==> src/rdf_consts.svh <==
`ifndef RDF_CONSTS_SVH
`define RDF_CONSTS_SVH

// ============================================================
// Buffer geometry
`define RDF_DEPTH      7'h40
`define RDF_AW         6
`define RDF_CW         7
`define RDF_PTR_ONE    6'h01
`define RDF_CNT_ONE    7'h01
`define RDF_CNT_ZERO   7'h00

// ============================================================
// Threshold coding
`define RDF_THR_STEP   7'h04
`define RDF_TX_THR_TOP 7'h3d

// ============================================================
// Output pin select codes
`define RDF_SEL_RX_THR 6'h00
`define RDF_SEL_TX_THR 6'h02

// ============================================================
// Serial port framing
`define RDF_FIFO_ADDR  6'h3f
`define RDF_BIT_FIRST  3'h0
`define RDF_BIT_STATUS 3'h1
`define RDF_BIT_LAST   3'h7
`define RDF_BIT_ONE    3'h1
`define RDF_HDR_RW     7
`define RDF_HDR_BURST  6

`endif

==> src/rdf_pkg.sv <==
`default_nettype none

package rdf_pkg;

  // Phase of a serial transaction
  typedef enum logic [1:0] {
    RDF_PH_HDR,
    RDF_PH_DATA
  } rdf_phase_t;

endpackage : rdf_pkg

`default_nettype wire

==> src/rdf_mem.sv <==
`include "rdf_consts.svh"
`default_nettype none

module rdf_mem (
  input  wire logic              i_clk,   // Core clock
  input  wire logic              i_we,    // Write strobe
  input  wire logic [`RDF_AW-1:0] i_waddr, // Write address
  input  wire logic [7:0]        i_wdata, // Write byte
  input  wire logic [`RDF_AW-1:0] i_raddr, // Read address, next head
  output logic      [7:0]        o_rdata  // Registered read byte
);

  logic [7:0] mem [0:63];
  logic [7:0] next_rdata;

  // ============================================================
  // Read with bypass so a byte written into an empty buffer is
  // seen at once
  always_comb begin
    if (i_we && (i_waddr == i_raddr)) begin
      next_rdata = i_wdata;
    end else begin
      next_rdata = mem[i_raddr];
    end
  end

  always_ff @(posedge i_clk) begin
    if (i_we) begin
      mem[i_waddr] <= i_wdata;
    end
    o_rdata <= next_rdata;
  end

endmodule : rdf_mem

`default_nettype wire

==> src/rdf_top.sv <==
// Operation
// - Two independent 64-byte buffers, one receive and one transmit.
// - Serial reads drain receive buffer, serial writes fill transmit buffer.
// - Detect receive overflow on full write, transmit underflow on empty read.
// - Header status byte carries receive fill on read, transmit on write.
// - Receive and transmit byte counts are readable status outputs.
// - A 4-bit field picks one of 16 thresholds for both buffers.
// - Receive threshold 4*(s+1); transmit threshold 61-4*s.
// - Threshold flag high when count at or above threshold.
// - Select 0x00 shows receive flag, 0x02 transmit flag on output pin.
// - Entering sleep discards all buffer contents.
`include "rdf_consts.svh"
`default_nettype none

module rdf_top (
  input  wire logic              i_clk,          // Core clock
  input  wire logic              i_rstn,         // Async reset, low
  input  wire logic              i_csn,          // Serial select, low
  input  wire logic              i_sclk,         // Serial clock
  input  wire logic              i_si,           // Serial data in
  output logic                   o_so,           // Serial data out
  output logic                   o_so_oe,        // Serial out enable
  input  wire logic              i_rx_wr_valid,  // Modem byte received
  input  wire logic [7:0]        i_rx_wr_data,   // Received byte
  input  wire logic              i_tx_rd_req,    // Modem wants a byte
  output logic      [7:0]        o_tx_rd_data,   // Byte to send
  output logic                   o_tx_rd_valid,  // Byte given, pulse
  input  wire logic              i_rx_flush,     // Empty receive buffer
  input  wire logic              i_tx_flush,     // Empty transmit buffer
  input  wire logic              i_sleep,        // Sleep state
  input  wire logic [3:0]        i_threshold_select_field, // Threshold
  input  wire logic [5:0]        i_output_pin_signal_select, // Pin sel
  output logic                   o_general_purpose_output_pin, // Pin
  output logic [`RDF_CW-1:0]     o_receive_byte_count,  // Rx fill
  output logic [`RDF_CW-1:0]     o_transmit_byte_count, // Tx fill
  output logic                   o_rx_overflow,  // Sticky overflow
  output logic                   o_tx_underflow  // Sticky underflow
);

  // ============================================================
  // Functions
  function automatic logic [`RDF_AW-1:0] rdf_inc(
    input logic [`RDF_AW-1:0] p,
    input logic               en
  );
    rdf_inc = en ? p + `RDF_PTR_ONE : p;
  endfunction : rdf_inc

  function automatic logic [`RDF_CW-1:0] rdf_count(
    input logic [`RDF_CW-1:0] c,
    input logic               push,
    input logic               pop
  );
    logic [`RDF_CW-1:0] r;
    r = c;
    if (push && !pop) begin
      r = c + `RDF_CNT_ONE;
    end else if (pop && !push) begin
      r = c - `RDF_CNT_ONE;
    end
    rdf_count = r;
  endfunction : rdf_count

  // ============================================================
  // Pin synchronisers
  logic csn_s1, csn_s2, sclk_s1, sclk_s2, sclk_s3, si_s1, si_s2;

  always_ff @(posedge i_clk or negedge i_rstn) begin
    if (!i_rstn) begin
      csn_s1  <= 1'b1;
      csn_s2  <= 1'b1;
      sclk_s1 <= 1'b0;
      sclk_s2 <= 1'b0;
      sclk_s3 <= 1'b0;
      si_s1   <= 1'b0;
      si_s2   <= 1'b0;
    end else begin
      csn_s1  <= i_csn;
      csn_s2  <= csn_s1;
      sclk_s1 <= i_sclk;
      sclk_s2 <= sclk_s1;
      sclk_s3 <= sclk_s2;
      si_s1   <= i_si;
      si_s2   <= si_s1;
    end
  end

  logic sclk_rise, sclk_fall;
  assign sclk_rise = !csn_s2 && sclk_s2 && !sclk_s3;
  assign sclk_fall = !csn_s2 && !sclk_s2 && sclk_s3;

  // ============================================================
  // State
  rdf_pkg::rdf_phase_t phase, next_phase;
  logic [2:0]          bitcnt, next_bitcnt;
  logic [7:0]          sh_in, next_sh_in, sh_out, next_sh_out;
  logic                is_read, next_is_read;
  logic                is_fifo, next_is_fifo;
  logic                is_burst, next_is_burst;
  logic                served, next_served;
  logic [`RDF_AW-1:0]  rx_wp, next_rx_wp, rx_rp, next_rx_rp;
  logic [`RDF_AW-1:0]  tx_wp, next_tx_wp, tx_rp, next_tx_rp;
  logic [`RDF_CW-1:0]  rx_cnt, next_rx_cnt, tx_cnt, next_tx_cnt;
  logic                rx_ovf, next_rx_ovf, tx_unf, next_tx_unf;
  logic [7:0]          next_tx_data;
  logic                next_tx_valid, next_gpo;

  logic       rx_push, rx_pop, tx_push, tx_pop;
  logic       rx_ovf_ev, tx_unf_ev, rx_clr, tx_clr;
  logic [7:0] rx_head, tx_head, hdr_byte, tx_wbyte;
  logic [`RDF_CW-1:0] rx_thr, tx_thr;
  logic       rx_flag, tx_flag;

  // ============================================================
  // Buffers
  rdf_mem u_rx_mem (
    .i_clk   (i_clk),
    .i_we    (rx_push),
    .i_waddr (rx_wp),
    .i_wdata (i_rx_wr_data),
    .i_raddr (next_rx_rp),
    .o_rdata (rx_head)
  );

  rdf_mem u_tx_mem (
    .i_clk   (i_clk),
    .i_we    (tx_push),
    .i_waddr (tx_wp),
    .i_wdata (tx_wbyte),
    .i_raddr (next_tx_rp),
    .o_rdata (tx_head)
  );

  // ============================================================
  // Thresholds
  assign rx_thr = (`RDF_CW'(i_threshold_select_field) + `RDF_CNT_ONE)
                  * `RDF_THR_STEP;
  assign tx_thr = `RDF_TX_THR_TOP
                  - `RDF_CW'(i_threshold_select_field) * `RDF_THR_STEP;
  assign rx_flag = rx_cnt >= rx_thr;
  assign tx_flag = tx_cnt >= tx_thr;

  // ============================================================
  // Next-state logic
  always_comb begin
    next_phase    = phase;
    next_bitcnt   = bitcnt;
    next_sh_in    = sh_in;
    next_sh_out   = sh_out;
    next_is_read  = is_read;
    next_is_fifo  = is_fifo;
    next_is_burst = is_burst;
    next_served   = served;
    hdr_byte      = {sh_in[6:0], si_s2};
    tx_wbyte      = hdr_byte;
    rx_pop        = 1'b0;
    tx_push       = 1'b0;

    // Modem side; a full receive buffer drops the byte
    rx_ovf_ev = i_rx_wr_valid && (rx_cnt == `RDF_DEPTH);
    rx_push   = i_rx_wr_valid && !rx_ovf_ev;
    tx_unf_ev = i_tx_rd_req && (tx_cnt == `RDF_CNT_ZERO);
    tx_pop    = i_tx_rd_req && !tx_unf_ev;

    if (csn_s2) begin
      next_phase  = rdf_pkg::RDF_PH_HDR;
      next_bitcnt = `RDF_BIT_FIRST;
      next_sh_out = 8'h00;
      next_served = 1'b0;
    end else if (sclk_rise) begin
      next_sh_in  = hdr_byte;
      next_bitcnt = bitcnt + `RDF_BIT_ONE;
      if (phase == rdf_pkg::RDF_PH_HDR && bitcnt == `RDF_BIT_FIRST) begin
        next_is_read = si_s2;
      end
      if (bitcnt == `RDF_BIT_LAST) begin
        case (phase)
          rdf_pkg::RDF_PH_HDR: begin
            next_is_burst = hdr_byte[`RDF_HDR_BURST];
            next_is_fifo  = hdr_byte[5:0] == `RDF_FIFO_ADDR;
            next_phase    = rdf_pkg::RDF_PH_DATA;
          end
          default: begin
            if (is_fifo && (is_burst || !served)) begin
              next_served = 1'b1;
              if (!is_read) begin
                // Overfilling is the host's fault; drop to keep pointers
                tx_push = tx_cnt != `RDF_DEPTH;
              end else begin
                // Byte fully shifted out, only now leaves the buffer
                rx_pop = rx_cnt != `RDF_CNT_ZERO;
              end
            end
          end
        endcase
      end
    end else if (sclk_fall) begin
      if (phase == rdf_pkg::RDF_PH_HDR && bitcnt == `RDF_BIT_STATUS) begin
        next_sh_out = is_read ? {rx_cnt, 1'b0} : {tx_cnt, 1'b0};
      end else if (phase == rdf_pkg::RDF_PH_DATA
                   && bitcnt == `RDF_BIT_FIRST) begin
        if (is_fifo && is_read && (is_burst || !served)) begin
          next_sh_out = rx_head;
        end else begin
          next_sh_out = 8'h00;
        end
      end else begin
        next_sh_out = {sh_out[6:0], 1'b0};
      end
    end

    // Sleep discards everything; flush empties one buffer
    rx_clr = i_sleep || i_rx_flush;
    tx_clr = i_sleep || i_tx_flush;

    if (rx_clr) begin
      next_rx_wp  = '0;
      next_rx_rp  = '0;
      next_rx_cnt = `RDF_CNT_ZERO;
    end else begin
      next_rx_wp  = rdf_inc(rx_wp, rx_push);
      next_rx_rp  = rdf_inc(rx_rp, rx_pop);
      next_rx_cnt = rdf_count(rx_cnt, rx_push, rx_pop);
    end
    if (tx_clr) begin
      next_tx_wp  = '0;
      next_tx_rp  = '0;
      next_tx_cnt = `RDF_CNT_ZERO;
    end else begin
      next_tx_wp  = rdf_inc(tx_wp, tx_push);
      next_tx_rp  = rdf_inc(tx_rp, tx_pop);
      next_tx_cnt = rdf_count(tx_cnt, tx_push, tx_pop);
    end

    // Sticky errors; a new event wins over a flush in the same cycle
    next_rx_ovf = rx_ovf_ev || (rx_ovf && !rx_clr);
    next_tx_unf = tx_unf_ev || (tx_unf && !tx_clr);

    next_tx_valid = tx_pop;
    next_tx_data  = tx_pop ? tx_head : o_tx_rd_data;

    if (i_output_pin_signal_select == `RDF_SEL_RX_THR) begin
      next_gpo = rx_flag;
    end else if (i_output_pin_signal_select == `RDF_SEL_TX_THR) begin
      next_gpo = tx_flag;
    end else begin
      next_gpo = 1'b0;
    end
  end

  // ============================================================
  // Registers
  always_ff @(posedge i_clk or negedge i_rstn) begin
    if (!i_rstn) begin
      phase         <= rdf_pkg::RDF_PH_HDR;
      bitcnt        <= `RDF_BIT_FIRST;
      sh_in         <= 8'h00;
      sh_out        <= 8'h00;
      is_read       <= 1'b0;
      is_fifo       <= 1'b0;
      is_burst      <= 1'b0;
      served        <= 1'b0;
      rx_wp         <= '0;
      rx_rp         <= '0;
      tx_wp         <= '0;
      tx_rp         <= '0;
      rx_cnt        <= `RDF_CNT_ZERO;
      tx_cnt        <= `RDF_CNT_ZERO;
      rx_ovf        <= 1'b0;
      tx_unf        <= 1'b0;
      o_tx_rd_data  <= 8'h00;
      o_tx_rd_valid <= 1'b0;
      o_general_purpose_output_pin <= 1'b0;
    end else begin
      phase         <= next_phase;
      bitcnt        <= next_bitcnt;
      sh_in         <= next_sh_in;
      sh_out        <= next_sh_out;
      is_read       <= next_is_read;
      is_fifo       <= next_is_fifo;
      is_burst      <= next_is_burst;
      served        <= next_served;
      rx_wp         <= next_rx_wp;
      rx_rp         <= next_rx_rp;
      tx_wp         <= next_tx_wp;
      tx_rp         <= next_tx_rp;
      rx_cnt        <= next_rx_cnt;
      tx_cnt        <= next_tx_cnt;
      rx_ovf        <= next_rx_ovf;
      tx_unf        <= next_tx_unf;
      o_tx_rd_data  <= next_tx_data;
      o_tx_rd_valid <= next_tx_valid;
      o_general_purpose_output_pin <= next_gpo;
    end
  end

  // ============================================================
  // Outputs
  assign o_so                  = sh_out[7];
  assign o_so_oe               = !csn_s2;
  assign o_receive_byte_count  = rx_cnt;
  assign o_transmit_byte_count = tx_cnt;
  assign o_rx_overflow         = rx_ovf;
  assign o_tx_underflow        = tx_unf;

endmodule : rdf_top

`default_nettype wire

==> config.mk <==
export PLATFORM = sky130hd
export DESIGN_NAME = rdf_top
export DESIGN_NICKNAME = d
export VERILOG_FILES = /design/src/rdf_pkg.sv /design/src/rdf_mem.sv /design/src/rdf_top.sv
export VERILOG_INCLUDE_DIRS = /design/src /design/src/src
export SDC_FILE = /design/constraint.sdc
export NUM_CORES = 1
export LEC_CHECK = 0
export BUFFER_PORTS_ARGS = -buffer_cell sky130_fd_sc_hd__buf_2
export CORE_MARGIN = 2
export CORE_UTILIZATION = 55
export DETAILED_ROUTE_END_ITERATION = 12
export HOLD_SLACK_MARGIN = 0.02
export PLACE_DENSITY = 0.83
export SYNTH_ARGS = -nofsm -noshare
export SYNTH_HDL_FRONTEND = slang
export SYNTH_SLANG_ARGS = --single-unit
==> constraint.sdc <==
create_clock -name i_clk -period 3.6 [get_ports i_clk]
set_input_delay 0.18 -clock i_clk [delete_from_list [all_inputs] [get_ports i_clk]]
set_output_delay 0.18 -clock i_clk [all_outputs]
set_load 0.02 [all_outputs]
# After elaboration in Yosys (flattened, before gate mapping)
# Memories as Yosys holds them, arrays and structs flattened. A register that Yosys moved wholly into a read port is not among the register bits.
# Index checks and enable logic that the tools add are counted.
dict set report totals {
  regBits 81
  n_memories 2
  inputBits 28
  mem_bits_rw 1024
}
dict set report op_classes {
  mux 50
  n_eq_ne 9
  bitwise 1
  reduce_logical 57
  n_addsub 11
  magnitude_cmp 2
}
# memory words width read_ports rd_ports_with_merged_regs wr line
set memory_table {}
lappend memory_table {u_rx_mem.mem 64 8 1 1 1 rdf_mem.sv:13} ;# logic [7:0] mem [0:63];
lappend memory_table {u_tx_mem.mem 64 8 1 1 1 rdf_mem.sv:13}
# operator count
set op_table {}
lappend op_table {{two-way mux 8 bit} 7}
lappend op_table {{two-way mux 6 bit} 8}
lappend op_table {{two-way mux 7 bit} 6}
lappend op_table {{adder 6 x 1 -> 6 bit, second input constant} 4}
lappend op_table {{two-way mux 1 bit} 23}
lappend op_table {{logical AND 1 bit} 20}
lappend op_table {{adder 7 x 1 -> 7 bit, second input constant} 2}
lappend op_table {{>= comparator 7 bit} 2}
lappend op_table {{nonzero test 2 bit} 7}
lappend op_table {{subtractor 7 x 1 -> 7 bit, second input constant} 2}
lappend op_table {{logical NOT 1 bit} 12}
lappend op_table {{two-way mux 2 bit} 4}
lappend op_table {{AND reduction 4 bit} 2}
lappend op_table {{equality test 7 bit, second input constant} 1}
lappend op_table {{logical NOT 7 bit} 1}
lappend op_table {{!= test 7 bit, second input constant} 1}
lappend op_table {{nonzero test 7 bit} 1}
lappend op_table {{subtractor 6 x 6 -> 7 bit, first input constant} 1}
lappend op_table {{equality test 6 x 2 -> 1 bit, second input constant} 1}
lappend op_table {{equality test 6 bit, second input constant} 1}
lappend op_table {{logical NOT 6 bit} 1}
lappend op_table {{two-way mux 3 bit} 2}
lappend op_table {{AND reduction 3 bit} 2}
lappend op_table {{nonzero test 3 bit} 2}
lappend op_table {{11 further kinds} 17}

# Longest topological paths before layout
# Gate-level depths: netlist of run 1.
dict set report depth {
  word_depth 13
  mapped_depth 15
}

# By module
# A second synthesis of run 1 with hierarchy kept.
dict set report hier_totals {
  cells_unflattened 2308
  hier_area_um2 44676.6
}
# module area_each_um2 n_inst cells_per_inst
set by_module_without_submodules {}
lappend by_module_without_submodules {rdf_mem 20126.8 2 938}
lappend by_module_without_submodules {rdf_top 4423.0 1 432}

# Worst setup path after synthesis of run 1
# No wires, ideal clock.
dict set report synth_path {
  path_type {register to register}
  start {reg bitcnt[0]}
  end {reg tx_cnt[6], in the netlist o_transmit_byte_count[6]}
  n_path_buf 0
  period_less_slack_ns 3.510
  path_slack_ns 0.090
  t_required_ns 3.465
  arrival_time_ns 3.375
  setup_time_ns 0.135
  path_stages_with_launch 15
  cell_sequence {dfrtp_1 > ha_1 > ha_1 > nand4bb_4 > or4b_4 > a311oi_4 > nand2_1 > ha_1 > nor2b_1 > o21ai_0 > a21boi_0 > o21ai_0 > and4_1 > o21ai_0 > nor3b_1}
}
dict set report synth_via {
  elab_chain_len 7
}
# element line
set synth_rtl {}
lappend synth_rtl {{from (decl)} rdf_top.sv:95} ;# logic [2:0] bitcnt, next_bitcnt;
lappend synth_rtl {{from (signal assigned)} rdf_top.sv:256} ;# bitcnt <= `RDF_BIT_FIRST;
lappend synth_rtl {{from (signal assigned)} rdf_top.sv:276} ;# bitcnt <= next_bitcnt;
lappend synth_rtl {{equality test 3 bit (no source line) (*)} --}
lappend synth_rtl {{two-way mux 1 bit (*)} rdf_top.sv:176} ;# if (bitcnt == `RDF_BIT_LAST) begin
lappend synth_rtl {{two-way mux 1 bit (*)} rdf_top.sv:170} ;# end else if (sclk_rise) begin
lappend synth_rtl {{two-way mux 1 bit (*)} rdf_top.sv:165} ;# if (csn_s2) begin
lappend synth_rtl {{logical AND 1 bit / logical NOT 1 bit (equally long branches)} {rdf_top.sv:56, rdf_top.sv:58}}
lappend synth_rtl {{two-way mux 7 bit / logical AND 1 bit (equally long branches)} {rdf_top.sv:56, rdf_top.sv:58}}
lappend synth_rtl {{two-way mux 7 bit / nonzero test 3 bit (equally long branches)} --}
lappend synth_rtl {{to (signal assigned)} rdf_top.sv:268} ;# tx_cnt <= `RDF_CNT_ZERO;
lappend synth_rtl {{to (signal assigned)} rdf_top.sv:288} ;# tx_cnt <= next_tx_cnt;
lappend synth_rtl {{to (decl)} rdf_top.sv:103} ;# logic [`RDF_CW-1:0] rx_cnt, next_rx_cnt, tx_cnt, next_tx_cnt;
# Mark *: on every way between the ends. The rest lies on a longest branch, timed or not.
# A chain may end at the register's enable or synchronous reset.

# Worst setup path after layout of run 1
dict set report layout_path {
  start {reg bitcnt[1]}
  end {reg tx_cnt[6], in the netlist o_transmit_byte_count[6]}
}
# Same word-level chain as after synthesis.

==> impl_metrics.json, run 1 <==
{
  "outcome": "complete, no violations",
  "ys_ff_latch": 1116,
  "slew_headroom_pct": 17.2,
  "rsz0062_at_grt": "no",
  "synth_top_area_share_pct": 69.5,
  "initial_core_util_pct": 55.2,
  "reg2reg_depth": 14,
  "max_freq_mhz": 291,
  "synthMuxAreaShare_pct": 15.6,
  "ys_top_cells_by_area": "edfxtp_1 (69%), mux4_2 (11%), dfrtp_1 (4.4%)",
  "timing.final.crit_share_pct": 95.5,
  "cts_htree_levels": 3,
  "netlist_instances": 2313,
  "synth_warnings": 0,
  "synthDistinctLibCells": 54,
  "wl_mm": 101,
  "area_growth_syn_to_layout_pct": 13.2,
  "maxCapViolCount": 0,
  "io_pins": 56,
  "fin_setup_tns_ns": 0,
  "firstDrtPassIters": 7,
  "finalNetCount": 2574,
  "syn-cell-area_um2": 44300,
  "cts_tree": "built",
  "grt_max_degree": 81,
  "worstHoldStart": "i_tx_flush",
  "dp_hpwl_mm": 61.4,
  "clk_pin_slew_ns": 0.06,
  "final_cells": 3667,
  "antenna_found_initial": 1,
  "slew_viol_final": 0,
  "synth_ff_type": "edfxtp_1",
  "ant_nets": 0,
  "worstSetupStartpoint": "bitcnt[1]$_DFFE_PN0P_",
  "synth_fa_ha_area_share_pct": 0.939,
  "yosys.area.top_type": "edfxtp_1",
  "syn_nets": 2373,
  "clock_skew_ns": 0.0279,
  "die_x_um": 288,
  "grt_pass1_vias": 24400,
  "tightest_slew_ns": 1.24,
  "hp-class": "input pin to flop",
  "clock_sinks": 1116,
  "vdd_drop_max_v": 0.000478,
  "synth-compound-area-share_pct": 2.87,
  "vias_per_cell": 6.39,
  "synth_xor_area_share_pct": 0.554,
  "hold_depth": 3,
  "required_ns": 4.18,
  "finalHoldViolCount": 0,
  "row_count": 104,
  "grt.total_usage_pct": 24.9,
  "dieArea_um2": 82800,
  "postLayoutCoreUtil_pct": 62.5,
  "cts_root_buffer": "clkbuf_16",
  "async_reset_ff_share_pct": 7.17,
  "synth_top_family_by_area": "multiplexers",
  "synthMostInstantiatedCell": "edfxtp_1",
  "cp-start-kind": "flop",
  "drtIter0Drc": 2759,
  "grt_pass1_wl_mm": 153,
  "num_vias": 23400,
  "timing.rr.end": "o_transmit_byte_count[6]$_DFFE_PN0P_",
  "drcViolationCount": 0,
  "whs_ns": 0.111,
  "seq_area_frac_synth_pct": 74.6,
  "path_max_fanout": 4,
  "dp.cells": 3459,
  "critPathKind": "flop to flop",
  "drive_gt1_share_pct": 24.3,
  "clock_path_buffers": 3,
  "core_area_um2": 80200,
  "insertion_delay_ns": 0.67,
  "nFillCells": 5202,
  "cts_buffers": 104,
  "die_h_um": 288,
  "grt_overflow": 0,
  "place_congestion": 0.901,
  "r2r-start": "bitcnt[1]$_DFFE_PN0P_",
  "reg2reg_slack_ns": 0.16,
  "synth_common_cells": "edfxtp_1 (1024), mux4_2 (218), nor2_1 (186)",
  "holdPathEnd": "o_transmit_byte_count[1]$_DFFE_PN0P_",
  "wl_per_cell_um": 27.7,
  "powerDensity_nw_per_um2": 538,
  "io_buffers": 55,
  "finalPower_mw": 26.9,
  "cts_setup_buffers": 0,
  "fin_crit_ns": 3.44,
  "worstPathArrival_ns": 4.01,
  "synth_edf_count": 1024,
  "leakage_nw": 16.0,
  "setup.worst_path.end_class": "flop",
  "synth.avg_cell_area_um2": 19.1,
  "synth-simple-area-share_pct": 4.09,
  "finalSetupViolations": 0
}
## worst max-delay path by stage
stage                                                end  slack, ns  cells after the start
floorplan           o_transmit_byte_count[6]$_DFFE_PN0P_       0.09                     14
global placement    o_transmit_byte_count[6]$_DFFE_PN0P_       0.14                     14
CTS                 o_transmit_byte_count[6]$_DFFE_PN0P_       0.06                     14
global route         o_receive_byte_count[6]$_DFFE_PN0P_       0.02                     16
finish              o_transmit_byte_count[6]$_DFFE_PN0P_       0.16                     14
detailed placement  o_transmit_byte_count[6]$_DFFE_PN0P_       0.05                     14
## critical path, stage by stage (launching register included)
cell and delay, ns:
dfrtp_1 0.36, ha_1 0.16, ha_1 0.20, nand4bb_4 0.12, or4b_4 0.53, a311oi_4 0.31
nand2_2 0.13, ha_1 0.36, nor2b_1 0.18, o21ai_1 0.10, a21boi_1 0.24, o21ai_1 0.12
and4_1 0.21, o21ai_0 0.14, nor3b_1 0.19
## repair_timing
action / 4_1_cts / 5_1_grt
setup endpoints to repair: 0 / 2
hold buffers: 9 / 0
gates resized for setup: 0 / 5
endpoints found under the hold margin: 84 / 0
## cell families (layout without fill, tap and decap cells)
logic type,count (synthesis),after routing
other,0,2
and+or+nand+nor,395,395
AOI/OAI and AO/OA,184,184
buffers and inverters,143,435
DFF,1116,1116
xor gates and xnor gates,28,28
adders and majority gates,32,32
muxes,415,415
## cell type report
type	count	area, um^2	share of cell area [%]
Inverter	23	86.3	0.172
Tap cell	1060	1330	2.65
Clock buffer	130	2740	5.47
Antenna cell	2	5.00	0.00999
Multi-Input combinational cell	1054	10700	21.3
Sequential cell	1116	33000	65.9
Clock inverter	67	649	1.30
Timing Repair Buffer	215	1600	3.20
## power by group
part,internal (mW),switching [mW],total [mW]
registers,14.8,0.481,15.3
logic,0.169,0.565,0.734
clock network,6.21,4.70,10.9
## metrics by stage
| step | cell area (um^2) | setup slack, ns |
|---|---|---|
| 5_1_grt | 50100 | 0.0178 |
| 2_1_floorplan | 44300 | 0.0898 |
| 4_1_cts | 50100 | 0.0559 |
| 3_5_place_dp | 46600 | 0.0486 |
| 6_report | 50100 | 0.160 |
| 3_3_place_gp | 46600 | 0.140 |
## layout by cell type, fill, tap and decap left out, drive strengths merged, types with 15 or more instances in the layout
| cell type | count |
|---|---|
| a22oi | 35 |
| a21oi | 37 |
| edfxtp | 1024 |
| nand4 | 26 |
| a221oi | 17 |
| mux4 | 218 |
| clkbuf | 130 |
| ha | 30 |
| mux2 | 24 |
| a22o | 15 |
| buf | 206 |
| clkinv | 47 |
| xor2 | 17 |
| o21ai | 31 |
| nor2 | 186 |
| dfrtp | 78 |
| nand3 | 25 |
| nor2b | 19 |
| nand2 | 86 |
| inv | 28 |
| mux2i | 173 |
## flip-flops by register name, indices dropped and copies added, names as in the netlist, 3 cells and up, named ones only
register / cells
rx_wp: 6
o_receive_byte_count: 7
tx_rp: 6
u_tx_mem.mem: 512
sh_in: 7
sh_out: 8
u_rx_mem.mem: 512
tx_wp: 6
o_tx_rd_data: 8
bitcnt: 3
o_transmit_byte_count: 7
rx_rp: 6
## routing by layer
layer	vias up	global-route usage, %	routed length [um]
met4	0	10.6	4500
met3	281	4.28	7840
li1	9724	-	-
met1	12100	31.7	37300
met5	-	0	0
met2	1339	42.5	51700
No activity file was read; power rests on OpenSTA's default activity.
==> inputs of run 2 (changes only) <==
- SYNTH_HIERARCHICAL: default -> 1
==> run 2 against run 1 <==
Final area grew 0.92%. Maximum frequency shrank 1.4%. Sequential power is essentially flat. Synthesized cell count shrank 0.22%. Critical path depth shrank 4. Die area grew 0.93%. Via count grew 4.4%. Critical endpoint is now u_tx_mem/mem[26][1]$_DFFE_PP_. Largest cell class unchanged.
==> impl_metrics.json, run 2 <==
{
  "postLayoutCoreUtil_pct": 62.9,
  "synthMuxAreaShare_pct": 15.1,
  "clk_pin_slew_ns": 0.07,
  "grt_pass1_wl_mm": 160,
  "synth-simple-area-share_pct": 4.94,
  "seq_area_frac_synth_pct": 73.9,
  "required_ns": 3.97,
  "synth_top_area_share_pct": 68.8,
  "grt_pass1_vias": 24800,
  "place_congestion": 0.900,
  "synth.avg_cell_area_um2": 19.4,
  "netlist_instances": 2308,
  "reg2reg_slack_ns": 0.11,
  "worstPathArrival_ns": 3.86,
  "ys_ff_latch": 1116,
  "fin_setup_tns_ns": 0,
  "insertion_delay_ns": 0.68,
  "worstHoldStart": "i_sleep",
  "synth_edf_count": 1024,
  "reg2reg_depth": 10,
  "die_h_um": 289,
  "synthMostInstantiatedCell": "edfxtp_1",
  "initial_core_util_pct": 55.6,
  "internal_power_mw": 21.2,
  "leakage_nw": 16.3,
  "io_buffers": 55,
  "row_count": 104,
  "slew_viol_final": 0,
  "timing.rr.end": "u_tx_mem/mem[26][1]$_DFFE_PP_",
  "powerDensity_nw_per_um2": 535,
  "max_freq_mhz": 287,
  "die_x_um": 289,
  "drtIter0Drc": 3703,
  "drcViolationCount": 0,
  "p_sw_share_pct": 21.5,
  "outcome": "complete, no violations",
  "vdd_drop_max_v": 0.000541,
  "timing.final.crit_share_pct": 96.9,
  "cts_buffers": 101,
  "synth_top_family_by_area": "multiplexers",
  "wl_per_cell_um": 29.1,
  "dieArea_um2": 83500,
  "pwr-share-clk_pct": 40.6,
  "hp-class": "input pin to flop",
  "hold_depth": 5,
  "maxCapViolCount": 0,
  "tightest_slew_ns": 1.29,
  "finalSetupViolations": 0,
  "yosys.area.top_type": "edfxtp_1",
  "p_sw_mw": 5.81,
  "synth_common_cells": "edfxtp_1 (1024), mux4_2 (252), nor2_1 (220)",
  "slew_headroom_pct": 14.2,
  "syn-cell-area_um2": 44700,
  "combPwrFrac_pct": 2.4,
  "synth_xor_area_share_pct": 0.588,
  "nFillCells": 4993,
  "finalNetCount": 2598,
  "synth-compound-area-share_pct": 2.87,
  "r2r-start": "bitcnt[0]$_DFFE_PN0P_",
  "cts_tree": "built",
  "synth_fa_ha_area_share_pct": 0.930,
  "reg.largest.list": "u_rx_mem/mem: 512 flops, u_tx_mem/mem: 512 flops",
  "ctsResizeCount": 0,
  "dp.cells": 3479,
  "wl_mm": 107,
  "io_pins": 56,
  "holdPathEnd": "o_transmit_byte_count[5]$_DFFE_PN0P_",
  "grt_overflow": 0,
  "fin_crit_ns": 3.49,
  "area_growth_syn_to_layout_pct": 13.1,
  "diodes": 0,
  "final_common_cell": "edfxtp_1",
  "synth_ff_type": "edfxtp_1",
  "ys_top_cells_by_area": "edfxtp_1 (69%), mux4_2 (13%), dfrtp_1 (4.4%)",
  "vias_per_cell": 6.65,
  "core_area_um2": 80400,
  "rsz0062_at_grt": "yes",
  "grt_max_degree": 66,
  "antenna_found_initial": 1,
  "final_cells": 3680,
  "clock_path_buffers": 3,
  "cts_htree_levels": 3,
  "syn_nets": 2368,
  "async_reset_ff_share_pct": 7.17,
  "dp_hpwl_mm": 63.1,
  "critPathKind": "flop to flop",
  "cp-start-kind": "flop",
  "cts_root_buffer": "clkbuf_16",
  "num_vias": 24500,
  "drive_gt1_share_pct": 27.3,
  "finalHoldViolCount": 0,
  "synth_warnings": 6,
  "clock_skew_ns": 0.0366,
  "seqPwrFrac_pct": 57.0,
  "setup.worst_path.end_class": "flop",
  "firstDrtPassIters": 9,
  "clock_sinks": 1116,
  "ant_nets": 0,
  "final_cell_mix": "edfxtp_1 (1024), mux4_2 (252), nor2_1 (220), buf_4 (164), clkbuf_16 (103)",
  "grt.total_usage_pct": 26.0,
  "synthDistinctLibCells": 72,
  "path_max_fanout": 13
}
-- run 2: cell count changes after synthesis, moves of 11 or more --
cell      change
nand4_1      -12
buf_1        -25
nand3_1      +12
a22oi_1      -29
o221ai_1     +16
nor2_1       +34
nand2b_1     +15
nor2b_1      +12
a21oi_1      -14
o21ai_0      -19
mux2_2       +11
mux2i_1     -113
mux4_2       +34
buf_4        +19
-- run 2: power by group through the flow --
stage	clock, mW	sequential [mW]	combinational, mW
global placement	0	15.6	0.582
global route	11.5	15.5	0.704
CTS	11.1	15.4	0.649
detailed placement	0	15.7	0.630
finish	11.0	15.4	0.658
floorplan	0	15.5	0.205
-- run 2: kinds of logic (layout without fill, tap and decap cells) --
kind of cell               after synthesis  after routing
and+or+nand+nor                        476            476
DFF                                   1116           1116
muxes                                  352            352
buffers and inverters                  132            444
AOI/OAI and AO/OA                      170            170
adders and majority gates               32             32
xor gates and xnor gates                30             30
-- run 2: what timing repair did --
item	in CTS	in global routing
hold buffers	15	0
endpoints found under the setup margin	0	3
hold endpoints to repair	93	0
setup buffers	0	1
-- run 2: layout make-up --
class                           count  area [um^2]  area share, %
Multi-Input combinational cell   1060        10900           21.6
Timing Repair Buffer              241         1810           3.58
Clock inverter                     58          693           1.37
Tap cell                         1060         1330           2.62
Inverter                           18         67.6          0.134
Sequential cell                  1116        33000           65.3
Clock buffer                      127         2710           5.36
-- run 2: worst max-delay path, stage by stage (launching register included) --
cell	delay, ns
dfrtp_1	0.42
ha_1	0.18
ha_1	0.23
nand4b_1	0.17
nor4_4	0.35
and2_1	0.19
buf_4	0.22
nor2b_1	0.36
nand2_1	0.50
nor2_1	0.36
buf_4	0.21
-- run 2: per-layer routing --
layer | global-route usage [%] | part of all wire, %
met1 | 35.7 | 36
met2 | 41.1 | 48
met4 | 10.4 | 4.2
met3 | 5.70 | 12
met5 | 0 | 0.021
-- run 2: worst max-delay path by stage --
stage	start	to	slack (ns)
6_report	bitcnt[0]$_DFFE_PN0P_	u_tx_mem/mem[26][1]$_DFFE_PP_	0.11
5_1_grt	bitcnt[0]$_DFFE_PN0P_	o_transmit_byte_count[6]$_DFFE_PN0P_	-0.01
4_1_cts	bitcnt[0]$_DFFE_PN0P_	o_transmit_byte_count[6]$_DFFE_PN0P_	0.25
3_5_place_dp	bitcnt[0]$_DFFE_PN0P_	o_transmit_byte_count[6]$_DFFE_PN0P_	0.28
3_3_place_gp	bitcnt[0]$_DFFE_PN0P_	o_transmit_byte_count[6]$_DFFE_PN0P_	0.35
2_1_floorplan	bitcnt[0]$_DFFE_PN0P_	o_transmit_byte_count[6]$_DFFE_PN0P_	0.48
-- run 2: metrics by stage --
step | cell area, um^2 | hold slack [ns] | power, mW | worst slack [ns]
2_1_floorplan | 44700 | -0.116 | 15.7 | 0.476
3_3_place_gp | 47000 | 0.293 | 16.2 | 0.348
3_5_place_dp | 47000 | 0.290 | 16.3 | 0.282
4_1_cts | 50500 | 0.0321 | 27.1 | 0.249
5_1_grt | 50500 | 0.103 | 27.7 | -0.0146
6_report | 50500 | 0.0729 | 27.1 | 0.113
